[src/logic/bpp_defines.vh]
// Constants for the battery protection priority block.
// Assumes a 20 MHz system clock; delay counts derive from times below.
`ifndef BPP_DEFINES_VH
`define BPP_DEFINES_VH

// ------------------------------------------------------------------
// Clock and delay times
// ------------------------------------------------------------------
`define BPP_CLK_HZ        20000000
`define BPP_T_OC_MS       1000
`define BPP_T_OCR_MS      40
`define BPP_T_OD_MS       100
`define BPP_T_ODR_MS      1
`define BPP_T_OI_MS       10
`define BPP_T_OIR_MS      1
`define BPP_T_XC_MS       10
`define BPP_T_SC_US       300
`define BPP_MS_CYC(ms)    (((ms) * (`BPP_CLK_HZ / 1000)))
`define BPP_US_CYC(us)    (((us) * (`BPP_CLK_HZ / 1000000)))
`define BPP_SHORT_SHIFT   6
`define BPP_CNT_W         32

// ------------------------------------------------------------------
// Pull path codes of the charger-minus node
// ------------------------------------------------------------------
`define BPP_PULL_NONE     2'h0
`define BPP_PULL_DN       2'h1
`define BPP_PULL_UP       2'h2

`endif

[src/logic/bpp_priority.v]
// Priority and arbitration of protection detections, one clock domain.
// Assumes comparator results arrive asynchronously from the analog front end.
`timescale 1ns/1ps
`include "bpp_defines.vh"

// Notes on behaviour
// RULE1 - Over-charge interrupts running over-discharge detection
// RULE2 - Over-discharge detection resumes if condition persists
// RULE3 - Discharge after over-charge: pull up, no stand-by
// RULE4 - Over-charge continues when over-current came first
// RULE5 - Over-charge first: interrupt over-current, release node
// RULE6 - Over-current first: pull node down via low resistor
// RULE7 - Over-discharge continues when over-current came first
// RULE8 - Over-discharge first interrupts over-current detection
// RULE9 - Discharge after current: drop pull-down, pull up, stand-by
// RULE10 - Over-discharge first: pull up and enter stand-by
// RULE11 - Short-circuit evaluated independently of other detections
// RULE12 - Excessive-charger inhibited during discharge-side detections
// RULE13 - Excessive-charger delay starts after discharge output high
// RULE14 - Drive charge and discharge block outputs low
// RULE15 - Shorten select cuts counter delays, not short-circuit
// RULE16 - Synchronise every comparator result before use
module bpp_priority #(
    parameter [31:0] OC_DLY  = `BPP_MS_CYC(`BPP_T_OC_MS),
    parameter [31:0] OCR_DLY = `BPP_MS_CYC(`BPP_T_OCR_MS),
    parameter [31:0] OD_DLY  = `BPP_MS_CYC(`BPP_T_OD_MS),
    parameter [31:0] ODR_DLY = `BPP_MS_CYC(`BPP_T_ODR_MS),
    parameter [31:0] OI_DLY  = `BPP_MS_CYC(`BPP_T_OI_MS),
    parameter [31:0] OIR_DLY = `BPP_MS_CYC(`BPP_T_OIR_MS),
    parameter [31:0] XC_DLY  = `BPP_MS_CYC(`BPP_T_XC_MS),
    parameter [31:0] SC_DLY  = `BPP_US_CYC(`BPP_T_SC_US)
) (
    input  wire       clk_sys,
    input  wire       rst,
    input  wire       clk_en,
    input  wire       ovchg_cmp,
    input  wire       ovdis_cmp,
    input  wire       ovcur_cmp,
    input  wire       short_cmp,
    input  wire       xchg_cmp,
    input  wire       shorten_sel,
    output reg        chg_on_q,
    output reg        dis_on_q,
    output reg  [1:0] vminus_pull_q,
    output reg        standby_q
);

// ------------------------------------------------------------------
// Input synchronisers
// ------------------------------------------------------------------
reg  [5:0] sync1_q;        // First stage, read only by second stage
reg  [5:0] sync2_q;        // Second stage, safe to use
wire       oc_s  = sync2_q[0];
wire       od_s  = sync2_q[1];
wire       oi_s  = sync2_q[2];
wire       sc_s  = sync2_q[3];
wire       xc_s  = sync2_q[4];
wire       sh_s  = sync2_q[5];

// Both stages clocked together; analog levels are slow anyway
always @(posedge clk_sys) begin
    if (rst) begin
        sync1_q <= 6'h00;
        sync2_q <= 6'h00;
    end else if (clk_en) begin
        sync1_q <= {shorten_sel, xchg_cmp, short_cmp, ovcur_cmp, ovdis_cmp, ovchg_cmp};
        sync2_q <= sync1_q; // see RULE16
    end
end

// ------------------------------------------------------------------
// Delay selection
// ------------------------------------------------------------------
// Counter delays shrink in shorten mode; short-circuit never does
function [31:0] eff;
    input [31:0] d;
    input        s;
    begin
        eff = s ? ((d >> `BPP_SHORT_SHIFT) | 32'h1) : d; // see RULE15
    end
endfunction

// ------------------------------------------------------------------
// Detection state
// ------------------------------------------------------------------
reg        oc_det_q;       // Over-charge detected
reg        od_det_q;       // Over-discharge detected
reg        oi_det_q;       // Over-current detected
reg        sc_det_q;       // Short circuit detected
reg        xc_det_q;       // Excessive charger detected
reg        od_after_oc_q;  // Discharge detected while over-charge held
reg [31:0] oc_cnt_q;       // Over-charge timing
reg [31:0] od_cnt_q;       // Over-discharge timing
reg [31:0] oi_cnt_q;       // Over-current timing
reg [31:0] sc_cnt_q;       // Short-circuit timing
reg [31:0] xc_cnt_q;       // Excessive-charger timing

// Over-charge has priority over discharge-side timing
wire oc_busy  = oc_s | oc_det_q;
// Over-discharge timing paused while over-charge pending, then resumes
wire od_run   = od_s & ~(oc_s & ~oc_det_q);                  // see RULE1 see RULE2
// Over-current blocked when over-charge or over-discharge came first
wire oi_block = oc_det_q | od_det_q;                          // see RULE5 see RULE8
// Excessive-charger inhibited by any discharge-side detection
wire xc_block = od_det_q | oi_det_q | sc_det_q | ~dis_on_q;   // see RULE12 see RULE13

// Each detection timing and state, release also after delay except short circuit
always @(posedge clk_sys) begin
    if (rst) begin
        oc_det_q      <= 1'b0;
        od_det_q      <= 1'b0;
        oi_det_q      <= 1'b0;
        sc_det_q      <= 1'b0;
        xc_det_q      <= 1'b0;
        od_after_oc_q <= 1'b0;
        oc_cnt_q      <= 32'h0;
        od_cnt_q      <= 32'h0;
        oi_cnt_q      <= 32'h0;
        sc_cnt_q      <= 32'h0;
        xc_cnt_q      <= 32'h0;
    end else if (clk_en) begin
        // Over-charge runs regardless of over-current
        if (oc_s != oc_det_q) begin                           // see RULE4
            if (oc_cnt_q + 32'h1 >= eff(oc_det_q ? OCR_DLY : OC_DLY, sh_s)) begin
                oc_det_q <= oc_s;
                oc_cnt_q <= 32'h0;
            end else begin
                oc_cnt_q <= oc_cnt_q + 32'h1;
            end
        end else begin
            oc_cnt_q <= 32'h0;
        end
        // Over-discharge runs alongside over-current
        if (od_det_q ? ~od_s : od_run) begin                  // see RULE7
            if (od_cnt_q + 32'h1 >= eff(od_det_q ? ODR_DLY : OD_DLY, sh_s)) begin
                od_det_q      <= ~od_det_q;
                od_after_oc_q <= ~od_det_q & oc_busy;
                od_cnt_q      <= 32'h0;
            end else begin
                od_cnt_q <= od_cnt_q + 32'h1;
            end
        end else if (od_det_q | ~od_s) begin
            // Cleared on a broken release or a lost condition; held while paused
            od_cnt_q <= 32'h0;
        end
        // Over-current, interrupted by earlier charge/discharge state
        if (oi_block & ~oi_det_q) begin
            oi_cnt_q <= 32'h0;
        end else if (oi_s != oi_det_q) begin
            if (oi_cnt_q + 32'h1 >= eff(oi_det_q ? OIR_DLY : OI_DLY, sh_s)) begin
                oi_det_q <= oi_s;
                oi_cnt_q <= 32'h0;
            end else begin
                oi_cnt_q <= oi_cnt_q + 32'h1;
            end
        end else begin
            oi_cnt_q <= 32'h0;
        end
        // Discharge detection drops a running over-current detection
        if (od_det_q & oi_det_q) begin
            oi_det_q <= 1'b0;                                 // see RULE9
        end
        // Short circuit: fixed delay, no interaction
        if (sc_s & ~sc_det_q) begin                           // see RULE11
            if (sc_cnt_q + 32'h1 >= SC_DLY) begin
                sc_det_q <= 1'b1;
                sc_cnt_q <= 32'h0;
            end else begin
                sc_cnt_q <= sc_cnt_q + 32'h1;
            end
        end else begin
            sc_cnt_q <= 32'h0;
            // Released with over-current release condition
            if (sc_det_q & ~oi_s & ~sc_s) begin
                sc_det_q <= 1'b0;
            end
        end
        // Excessive charger timing, only once discharge output high
        if (xc_block & ~xc_det_q) begin
            xc_cnt_q <= 32'h0;
        end else if (xc_s != xc_det_q) begin
            if (xc_cnt_q + 32'h1 >= eff(XC_DLY, sh_s)) begin
                xc_det_q <= xc_s;
                xc_cnt_q <= 32'h0;
            end else begin
                xc_cnt_q <= xc_cnt_q + 32'h1;
            end
        end else begin
            xc_cnt_q <= 32'h0;
        end
    end
end

// ------------------------------------------------------------------
// Output drive
// ------------------------------------------------------------------
// All outputs registered so switches never see combinational glitches
always @(posedge clk_sys) begin
    if (rst) begin
        chg_on_q      <= 1'b1;
        dis_on_q      <= 1'b1;
        vminus_pull_q <= `BPP_PULL_NONE;
        standby_q     <= 1'b0;
    end else if (clk_en) begin
        chg_on_q <= ~(oc_det_q | xc_det_q);                   // see RULE14
        dis_on_q <= ~(od_det_q | oi_det_q | sc_det_q);        // see RULE14
        if (od_det_q) begin
            vminus_pull_q <= `BPP_PULL_UP;                    // see RULE3 see RULE10
            standby_q     <= ~od_after_oc_q;                  // see RULE3 see RULE9
        end else if (sc_det_q | oi_det_q) begin
            // Over-current detected first keeps its pull-down through a later
            // over-charge; over-charge first never lets over-current detect
            vminus_pull_q <= `BPP_PULL_DN;                    // see RULE6
            standby_q     <= 1'b0;
        end else begin
            vminus_pull_q <= `BPP_PULL_NONE;                  // see RULE5
            standby_q     <= 1'b0;
        end
    end
end

endmodule

[config.mk]
export PLATFORM = sky130hd
export DESIGN_NAME = bpp_priority
export DESIGN_NICKNAME = d
export VERILOG_FILES = /design/src/logic/bpp_priority.v
export VERILOG_INCLUDE_DIRS = /design/src /design/src/logic
export SDC_FILE = /design/constraint.sdc
export NUM_CORES = 1
export LEC_CHECK = 0
export BUFFER_PORTS_ARGS = -buffer_cell sky130_fd_sc_hd__buf_4
export CAP_MARGIN = 5
export CORE_ASPECT_RATIO = 2
export CORE_MARGIN = 8
export CORE_UTILIZATION = 50
export CTS_CLUSTER_SIZE = 28
export DETAILED_ROUTE_END_ITERATION = 8
export GPL_TIMING_DRIVEN = 1
export PLACE_DENSITY = 0.73
export SLEW_MARGIN = 20
export SYNTH_ARGS = -nofsm -noshare
export SYNTH_HDL_FRONTEND = slang
export SYNTH_SLANG_ARGS = --single-unit
[constraint.sdc]
create_clock -name clk_sys -period 5.4 [get_ports clk_sys]
set_clock_uncertainty 0.1 [all_clocks]
set_input_delay 1.08 -clock clk_sys [delete_from_list [all_inputs] [get_ports clk_sys]]
set_output_delay 1.08 -clock clk_sys [all_outputs]
set_load 0.05 [all_outputs]
==> impl_metrics.env, run 1 <==
export IMPL_wl_per_cell_um=16.4
export IMPL_gr_total_overflow=0
export IMPL_synth_top_area_share=0.335
export IMPL_maxSlewViolCount=0
export IMPL_layout_nets=1366
export IMPL_dieArea_um2=27100
export IMPL_rows=76
export IMPL_num_antenna_cells=0
export IMPL_first_pass_iters=5
export IMPL_via_per_inst=6.09
export IMPL_initial_utilization=0.508
export IMPL_cts_path_max_buffers=2
export IMPL_total_leakage_power_nw=4.80
export IMPL_hold_violations=0
export IMPL_max_cap_viol_count=0
export IMPL_cts_root_buffer="clkbuf_16"
export IMPL_ys_types=81
export IMPL_relSlewSlack=0.304
export IMPL_hold_class="register to register"
export IMPL_grt_max_degree=62
export IMPL_dp_cells=1535
export IMPL_hold_ws_ns=0.374
export IMPL_hold_start="oi_cnt_q[11]"
export IMPL_async_flop_share=0
export IMPL_gp_congestion=0.901
export IMPL_worstMarginPinSlew_ns=1.04
export IMPL_area_growth_pct=8.87
export IMPL_crit_path_end_kind="register"
export IMPL_antenna_found_initial=0
export IMPL_core_um2=21500
export IMPL_r2r_slack_ns=1.07
export IMPL_vdd_drop_max_v=0.000313
export IMPL_post_cts_resized=0
export IMPL_total_power_mw=2.83
export IMPL_clk_latency_ns=0.46
export IMPL_cts_sinks=183
export IMPL_ff2ff_path_depth=15
export IMPL_holdPathEnd="oi_cnt_q[11]"
export IMPL_crit_type="register to register"
export IMPL_r2r_end="oc_cnt_q[8]"
export IMPL_outcome="finished, final reports clean"
export IMPL_postLayoutCoreUtil=0.553
export IMPL_synth_area_um2=10900
export IMPL_fin_crit_ns=4.33
export IMPL_synth_main_ff_cell="dfxtp_1"
export IMPL_io_buffers=13
export IMPL_critPathLaunchType="register"
export IMPL_grt_pass1_wl_mm=43.0
export IMPL_synth_edf_count=0
export IMPL_syn_area_per_cell_um2=8.47
export IMPL_ys_ff_latch=183
export IMPL_post_cts_setup_buffers=0
export IMPL_ios=14
export IMPL_timing_setup_tns_ns=0
export IMPL_die_w_um=121
export IMPL_final_common_cell="dfxtp_1"
export IMPL_vias=9546
export IMPL_setup_viol=0
export IMPL_drtIter0Drc=574
export IMPL_cts_buffers=17
export IMPL_syn_instance_count=1290
export IMPL_worstPathArrival_ns=4.62
export IMPL_worstPathRequired_ns=5.69
export IMPL_drc=0
export IMPL_track_usage=0.194
export IMPL_tritoncts="done"
export IMPL_ctsHtreeMaxLevel=4
export IMPL_synth_top_cell_by_area="dfxtp_1"
export IMPL_finalNonFillerCells=1567
export IMPL_drive_gt1_frac=0.0788
export IMPL_ctsHoldBuffers=0
export IMPL_min_path_cells=2
export IMPL_grt_pass1_vias=9137
export IMPL_dp_hpwl_mm=18.6
export IMPL_yosysWarningCount=0
export IMPL_cts_clk_slew_worst_paths_ns=0.07
export IMPL_syn_nets=1375
export IMPL_timing_final_crit_share=0.802
export IMPL_wirelength_mm=25.7
export IMPL_die_height_um=225
export IMPL_r2r_start="oc_cnt_q[0]"
export IMPL_synth_seq_area_share=0.335
export IMPL_ant_nets=0
export IMPL_grt_setup_unrepaired="false"
export IMPL_power_density_nw_per_um2=238
export IMPL_critPathMaxFanout=16
export IMPL_final_cell_mix="dfxtp_1 (183), nand2_1 (124), ha_1 (76)"
export IMPL_synthTopCellsByArea="dfxtp_1 (34%), ha_1 (8.7%), nand2_1 (4.3%)"
export IMPL_fmax_mhz=231
==> where the power goes <==
group / internal (mW) / leakage (nW) / switching (mW) / total [mW]
Clock: 0.825 / 0.304 / 0.560 / 1.39
Combinational: 0.0246 / 3.02 / 0.0589 / 0.0836
Sequential: 1.35 / 1.48 / 0.00456 / 1.36
==> final cells by class <==
| class | count | area [µm²] |
|---|---|---|
| tap | 273 | 342 |
| clock buffer | 18 | 429 |
| inverter | 47 | 176 |
| timing repair buffer | 27 | 203 |
| fill | 2031 | 9600 |
| clock inverter | 14 | 220 |
| sequential | 183 | 3660 |
| multi-input combinational | 1005 | 6860 |
==> sequential cells by signal (all words and copies together), names as in the netlist <==
register / count
od_det_q: 1
oc_det_q: 1
oc_cnt_q: 32
oi_det_q: 1
oi_cnt_q: 32
dis_on_q: 1
od_cnt_q: 32
xc_det_q: 1
od_after_oc_q: 1
xc_cnt_q: 32
sync2_q: 6
vminus_pull_q: 2
sc_det_q: 1
standby_q: 1
sc_cnt_q: 32
sync1_q: 6
chg_on_q: 1
==> synth_stat cells (12+ instances only) <==
library cell and number:
a211oi_1 12, a21o_1 28, a21oi_1 36, a22o_1 32, a31oi_1 19, and2_1 68, and3_1 34, and4_1 16
clkbuf_1 38, dfxtp_1 183, ha_1 76, inv_1 46, mux2i_1 22, nand2_1 124, nand2b_1 15, nand3_1 68
nand4_1 48, nor2_1 74, nor3_1 34, nor4_1 19, o211ai_1 12, o21ai_0 42, or3_1 14, xnor2_1 47
xor2_1 30
==> routing by layer <==
metal / track usage / part of all wire / routed length [µm]
met5: 0 / 0 / 0
met4: 0.104 / 0.039 / 989
met3: 0.0449 / 0.038 / 979
met2: 0.363 / 0.54 / 13900
met1: 0.191 / 0.38 / 9870
==> worst max-delay path: stages (launching register included) <==
cell and delay (ns):
dfxtp_1 0.47, ha_1 0.25, nand3_1 0.17, nor2_2 0.39, nand3_1 0.23, nor2_1 0.17, xor2_1 0.23, ha_1 0.29
a21o_1 0.16, a21o_1 0.16, a311o_1 0.27, a2111o_1 0.50, a2111oi_4 0.31, buf_4 0.29, a21oi_1 0.12, o21ai_2 0.16
==> how the worst max path moves through the flow <==
stage | startpoint | end | slack, ns | depth (start not counted)
floorplan | oc_cnt_q[0] | oc_cnt_q[8] | 1.60 | 15
detailed placement | oc_cnt_q[0] | oc_cnt_q[8] | 1.09 | 15
finish | oc_cnt_q[0] | oc_cnt_q[8] | 1.07 | 15
global route | od_cnt_q[0] | od_cnt_q[14] | 0.74 | 16
CTS | oc_cnt_q[0] | oc_cnt_q[8] | 1.07 | 15
global placement | oc_cnt_q[0] | oc_cnt_q[8] | 1.24 | 15
==> logic make-up (layout without fill, tap and decap cells) <==
family / after synthesis / after routing / synth area share
compound gates: 263 / 263 / 0.174
buf+inv: 102 / 106 / 0.0391
xor+xnor: 77 / 77 / 0.0617
flops: 183 / 183 / 0.335
mux: 27 / 27 / 0.0253
fa+ha+maj: 76 / 76 / 0.0871
simple gates: 562 / 562 / 0.278
==> through the flow <==
stage               area (µm²)  setup slack [ns]
global placement         11200              1.24
global route             11900             0.744
CTS                      11900              1.07
floorplan                10900              1.60
finish                   11900              1.07
detailed placement       11200              1.09
Power figures use the tool's default switching activity.
==> run 2, diff against run 1 <==
Settings changed: PLACE_DENSITY 0.73 to 0.75.
Clock period 5.4 ns to 3.7 ns, I/O delays scaled along.
==> run 2 against run 1 <==
Net effect: the flow now finishes with violations (setup timing); wire length is 12% higher; non-clock buffer count is 89 higher; utilization grew 5.1 points; flip-flop and latch count did not move; critical path type unchanged; critical endpoint is now oc_cnt_q[12].
==> impl_metrics.env, run 2 (synthesis results as in run 1) <==
export IMPL_outcome="finished, violations left"
export IMPL_violations="setup timing"
export IMPL_core_um2=21500
export IMPL_power_internal_mw=3.02
export IMPL_die_w_um=121
export IMPL_gr_total_overflow=0
export IMPL_power_switching_mw=0.922
export IMPL_timing_setup_tns_ns=-0.0214
export IMPL_drc=0
export IMPL_hold_class="register to register"
export IMPL_dp_cells=1607
export IMPL_num_antenna_cells=0
export IMPL_cts_path_max_buffers=2
export IMPL_crit_path_end_kind="register"
export IMPL_power_density_nw_per_um2=303
export IMPL_power_frac_seq=0.502
export IMPL_critPathMaxFanout=7
export IMPL_initial_utilization=0.508
export IMPL_cts_root_buffer="clkbuf_16"
export IMPL_finalNonFillerCells=1656
export IMPL_rows=76
export IMPL_worstPathArrival_ns=4.02
export IMPL_area_growth_pct=19.0
export IMPL_grt_pass1_vias=10000
export IMPL_cts_buffers=17
export IMPL_clk_latency_ns=0.46
export IMPL_worstPathRequired_ns=4.00
export IMPL_vdd_drop_max_v=0.000318
export IMPL_via_per_inst=6.04
export IMPL_swShare=0.234
export IMPL_combPwrFrac=0.034
export IMPL_ant_nets=0
export IMPL_drtIter0Drc=609
export IMPL_fillers=1831
export IMPL_cts_sinks=183
export IMPL_tritoncts="done"
export IMPL_worstMarginPinSlew_ns=0.806
export IMPL_grt_pass1_wl_mm=47.0
export IMPL_layout_nets=1455
export IMPL_p_clk_frac=0.463
export IMPL_critPathLaunchType="register"
export IMPL_drive_gt1_frac=0.200
export IMPL_setup_ws_ns=-0.0214
export IMPL_hold_violations=0
export IMPL_grt_max_degree=64
export IMPL_max_cap_viol_count=0
export IMPL_dieArea_um2=27100
export IMPL_cts_clk_slew_worst_paths_ns=0.07
export IMPL_crit_type="register to register"
export IMPL_track_usage=0.210
export IMPL_relSlewSlack=0.461
export IMPL_setup_viol=1
export IMPL_grt_setup_unrepaired="true"
export IMPL_wirelength_mm=28.6
export IMPL_fmax_mhz=269
export IMPL_wl_per_cell_um=17.3
export IMPL_ios=14
export IMPL_total_leakage_power_nw=5.38
export IMPL_maxSlewViolCount=0
export IMPL_first_pass_iters=5
export IMPL_vias=10000
export IMPL_die_height_um=225
export IMPL_dp_hpwl_mm=19.8
export IMPL_io_buffers=13
export IMPL_gp_congestion=0.929
export IMPL_final_common_cell="dfxtp_1"
export IMPL_final_cell_mix="dfxtp_1 (159), nand2_1 (120), buf_4 (110)"
export IMPL_fin_crit_ns=3.72
export IMPL_timing_final_crit_share=1.01
export IMPL_ctsHtreeMaxLevel=4
export IMPL_antenna_found_initial=0
run 2: changes by cell type in the layout (fill, tap and decap cells not counted), sizes merged:
cell and change:
bufinv -3, buf +89, clkinv +3, clkbuf +1
inv -1
run 2: per-stage QoR:
stage,hold slack (ns),setup slack (ns),cell area [µm²],power [mW],utilization
after global routing,0.385,-0.160,13000,4.06,0.605
after detailed placement,0.350,-0.0869,11800,2.16,0.550
final,0.361,-0.0214,13000,3.94,0.605
after global placement,0.341,0.00268,11800,2.15,0.550
after CTS,0.361,0.00902,12500,3.96,0.580
after floorplan,0.322,0.0307,10900,2.11,-
run 2: area by class of cell:
| cell class | count | area [µm²] | share of cell area |
|---|---|---|---|
| Sequential cell | 183 | 3710 | 0.286 |
| Timing Repair Buffer | 116 | 911 | 0.0701 |
| Multi-Input combinational cell | 1005 | 7280 | 0.560 |
| Inverter | 47 | 176 | 0.0136 |
| Tap cell | 273 | 342 | 0.0263 |
| Clock buffer | 19 | 433 | 0.0333 |
| Clock inverter | 13 | 148 | 0.0114 |
run 2: power by group through the flow:
stage	Clock [mW]	Combinational [mW]	Sequential, mW
floorplan	0	0.0816	2.03
global placement	0	0.126	2.03
detailed placement	0	0.128	2.03
CTS	1.85	0.129	1.98
global route	1.93	0.149	1.98
finish	1.82	0.135	1.98
run 2: final timing paths:
check | cells after the start | endpoint | start | slack (ns)
setup / recovery | 14 | oc_cnt_q[12] | oc_cnt_q[7] | -0.02
hold / removal | 1 | chg_on_q | xc_det_q | 0.36
setup reg to reg | 14 | oc_cnt_q[12] | oc_cnt_q[7] | -0.02
hold reg to reg | 1 | chg_on_q | xc_det_q | 0.36
run 2: worst max-delay path, stage by stage (launching register included):
cell      delay (ns)
dfxtp_2         0.33
nand4_1         0.15
buf_4           0.19
nor3_4          0.17
nand3_2         0.12
xnor2_2         0.16
ha_1            0.30
a21o_1          0.19
a21o_1          0.17
a21o_1          0.16
a311o_1         0.27
a2111o_1        0.49
a2111o_2        0.59
a21oi_2         0.18
a21o_2          0.11
run 2: per-layer routing:
metal | track usage | part of all wire
met4 | 0.121 | 0.045
met1 | 0.209 | 0.38
met3 | 0.0414 | 0.029
met2 | 0.393 | 0.54
met5 | 0 | 0
run 2: repair_timing:
action,4_1_cts,5_1_grt
hold buffers,0,0
setup endpoints to repair,48,74
gates resized for setup,11,110
cloned,0,1
pin swaps,8,42
setup buffers,4,12
==> run 3, diff against run 2 <==
==> constraint.sdc (replaced) <==
create_clock -name clk_sys -period 3.7 [get_ports clk_sys]
set_clock_uncertainty 0.1 [all_clocks]
set_input_delay 0.555 -clock clk_sys [delete_from_list [all_inputs] [get_ports clk_sys]]
set_output_delay 0.555 -clock clk_sys [all_outputs]
set_load 0.05 [all_outputs]
==> run 3 against run 2 <==
Net effect: the flow still finishes with violations (setup timing); count of clock-buffer cells in the layout fell by 1; register-to-register slack got worse by 0.05 ns; critical endpoint is now oc_cnt_q[2]; via count rose by 0.17%; critical path type unchanged.
==> impl_metrics.env, run 3 (synthesis results as in run 1) <==
export IMPL_ios=14
export IMPL_grt_pass1_wl_mm=46.4
export IMPL_initial_utilization=0.508
export IMPL_gr_total_overflow=0
export IMPL_power_internal_mw=3.08
export IMPL_relSlewSlack=0.502
export IMPL_cts_root_buffer="clkbuf_16"
export IMPL_cts_path_max_buffers=2
export IMPL_clk_latency_ns=0.45
export IMPL_p_clk_frac=0.470
export IMPL_dp_hpwl_mm=19.8
export IMPL_violations="setup timing"
export IMPL_hold_class="input port to register"
export IMPL_setup_ws_ns=-0.0749
export IMPL_track_usage=0.207
export IMPL_ctsHtreeMaxLevel=4
export IMPL_crit_type="register to register"
export IMPL_via_per_inst=6.06
export IMPL_crit_path_end_kind="register"
export IMPL_worstPathArrival_ns=4.06
export IMPL_rows=76
export IMPL_postLayoutCoreUtil=0.601
export IMPL_wirelength_mm=28.1
export IMPL_fillers=1843
export IMPL_die_w_um=121
export IMPL_power_density_nw_per_um2=309
export IMPL_drive_gt1_frac=0.186
export IMPL_power_switching_mw=0.903
export IMPL_area_growth_pct=18.2
export IMPL_power_frac_seq=0.497
export IMPL_timing_setup_tns_ns=-0.341
export IMPL_die_height_um=225
export IMPL_core_um2=21500
export IMPL_grt_max_degree=64
export IMPL_layout_nets=1454
export IMPL_hold_violations=0
export IMPL_cts_sinks=183
export IMPL_io_buffers=13
export IMPL_multi_input_area_um2=7190
export IMPL_wl_per_cell_um=17.0
export IMPL_total_leakage_power_nw=5.36
export IMPL_gp_congestion=0.928
export IMPL_dp_cells=1606
export IMPL_grt_setup_unrepaired="true"
export IMPL_outcome="finished, violations left"
export IMPL_max_cap_viol_count=0
export IMPL_drc=0
export IMPL_critPathMaxFanout=7
export IMPL_setup_viol=10
export IMPL_fin_crit_ns=3.77
export IMPL_vias=10000
export IMPL_drtIter0Drc=816
export IMPL_seq_area_um2=3690
export IMPL_worstPathRequired_ns=3.99
export IMPL_cts_buffers=17
export IMPL_ant_nets=0
export IMPL_swShare=0.227
export IMPL_tritoncts="done"
export IMPL_grt_pass1_vias=10100
export IMPL_finalNonFillerCells=1654
export IMPL_critPathLaunchType="register"
export IMPL_num_antenna_cells=0
export IMPL_final_common_cell="dfxtp_1"
export IMPL_antenna_found_initial=0
export IMPL_r2r_slack_ns=-0.07
export IMPL_combPwrFrac=0.033
export IMPL_vdd_drop_max_v=0.000358
export IMPL_worstMarginPinSlew_ns=0.745
export IMPL_maxSlewViolCount=0
export IMPL_dieArea_um2=27100
export IMPL_first_pass_iters=5
export IMPL_final_cell_mix="dfxtp_1 (169), nand2_1 (122), buf_4 (107)"
export IMPL_fmax_mhz=265
export IMPL_timing_final_crit_share=1.02
export IMPL_cts_clk_slew_worst_paths_ns=0.07
-- run 3: final timing paths --
path	startpoint	to	cells after the start
max reg2reg	oc_cnt_q[7]	oc_cnt_q[2]	14
max	oc_cnt_q[7]	oc_cnt_q[2]	14
min reg2reg	xc_det_q	chg_on_q	1
min	shorten_sel	sync1_q[5]	3
-- run 3: metrics by stage --
step | hold WS [ns] | power, mW | worst slack [ns] | area (µm²)
after CTS | 0.230 | 4.01 | -0.0134 | 12600
after detailed placement | 0.344 | 2.16 | -0.0988 | 11800
final | 0.243 | 3.99 | -0.0749 | 12900
after global placement | 0.343 | 2.15 | 0.0103 | 11800
after floorplan | 0.322 | 2.11 | 0.0307 | 10900
after global routing | 0.263 | 4.11 | -0.191 | 12900
-- run 3: power groups by stage --
stage | combinational, mW | sequential, mW | clock, mW
floorplan | 0.0816 | 2.03 | 0
global placement | 0.125 | 2.03 | 0
detailed placement | 0.129 | 2.03 | 0
CTS | 0.129 | 1.98 | 1.90
global route | 0.146 | 1.98 | 1.99
finish | 0.133 | 1.98 | 1.87
-- run 3: layer usage --
metal / global-route usage / routed length (µm)
met2: 0.389 / 15200
met1: 0.205 / 10800
met3: 0.0384 / 833
met5: 0 / 0
met4: 0.120 / 1230
-- run 3: cell type report --
class | count | area share
clock buffers | 18 | 0.0333
clock inverters | 13 | 0.0132
inverters | 47 | 0.0137
multi-input cells | 1005 | 0.557
flip-flops and latches | 183 | 0.286
well taps | 273 | 0.0265
repair buffers | 115 | 0.0701
-- run 3: worst max-delay path, cell delays in order (launching register included) --
cell and delay, ns:
dfxtp_1 0.34, nand4_1 0.17, buf_4 0.20, nor2_4 0.19, nand3_4 0.13, or2_2 0.32
nand2_1 0.11, ha_1 0.24, nand4_1 0.13, nor2_1 0.06, a311o_1 0.34, a2111o_1 0.50
a2111o_2 0.58, a21oi_2 0.18, a21o_1 0.11
-- run 3: what timing repair did --
| action | 4_1_cts | 5_1_grt |
|---|---|---|
| endpoints found under the setup margin | 49 | 72 |
| pin swaps | 17 | 26 |
| cloned | 0 | 1 |
| buffers inserted | 7 | 9 |
| gates resized for setup | 29 | 66 |
| hold buffers | 0 | 0 |
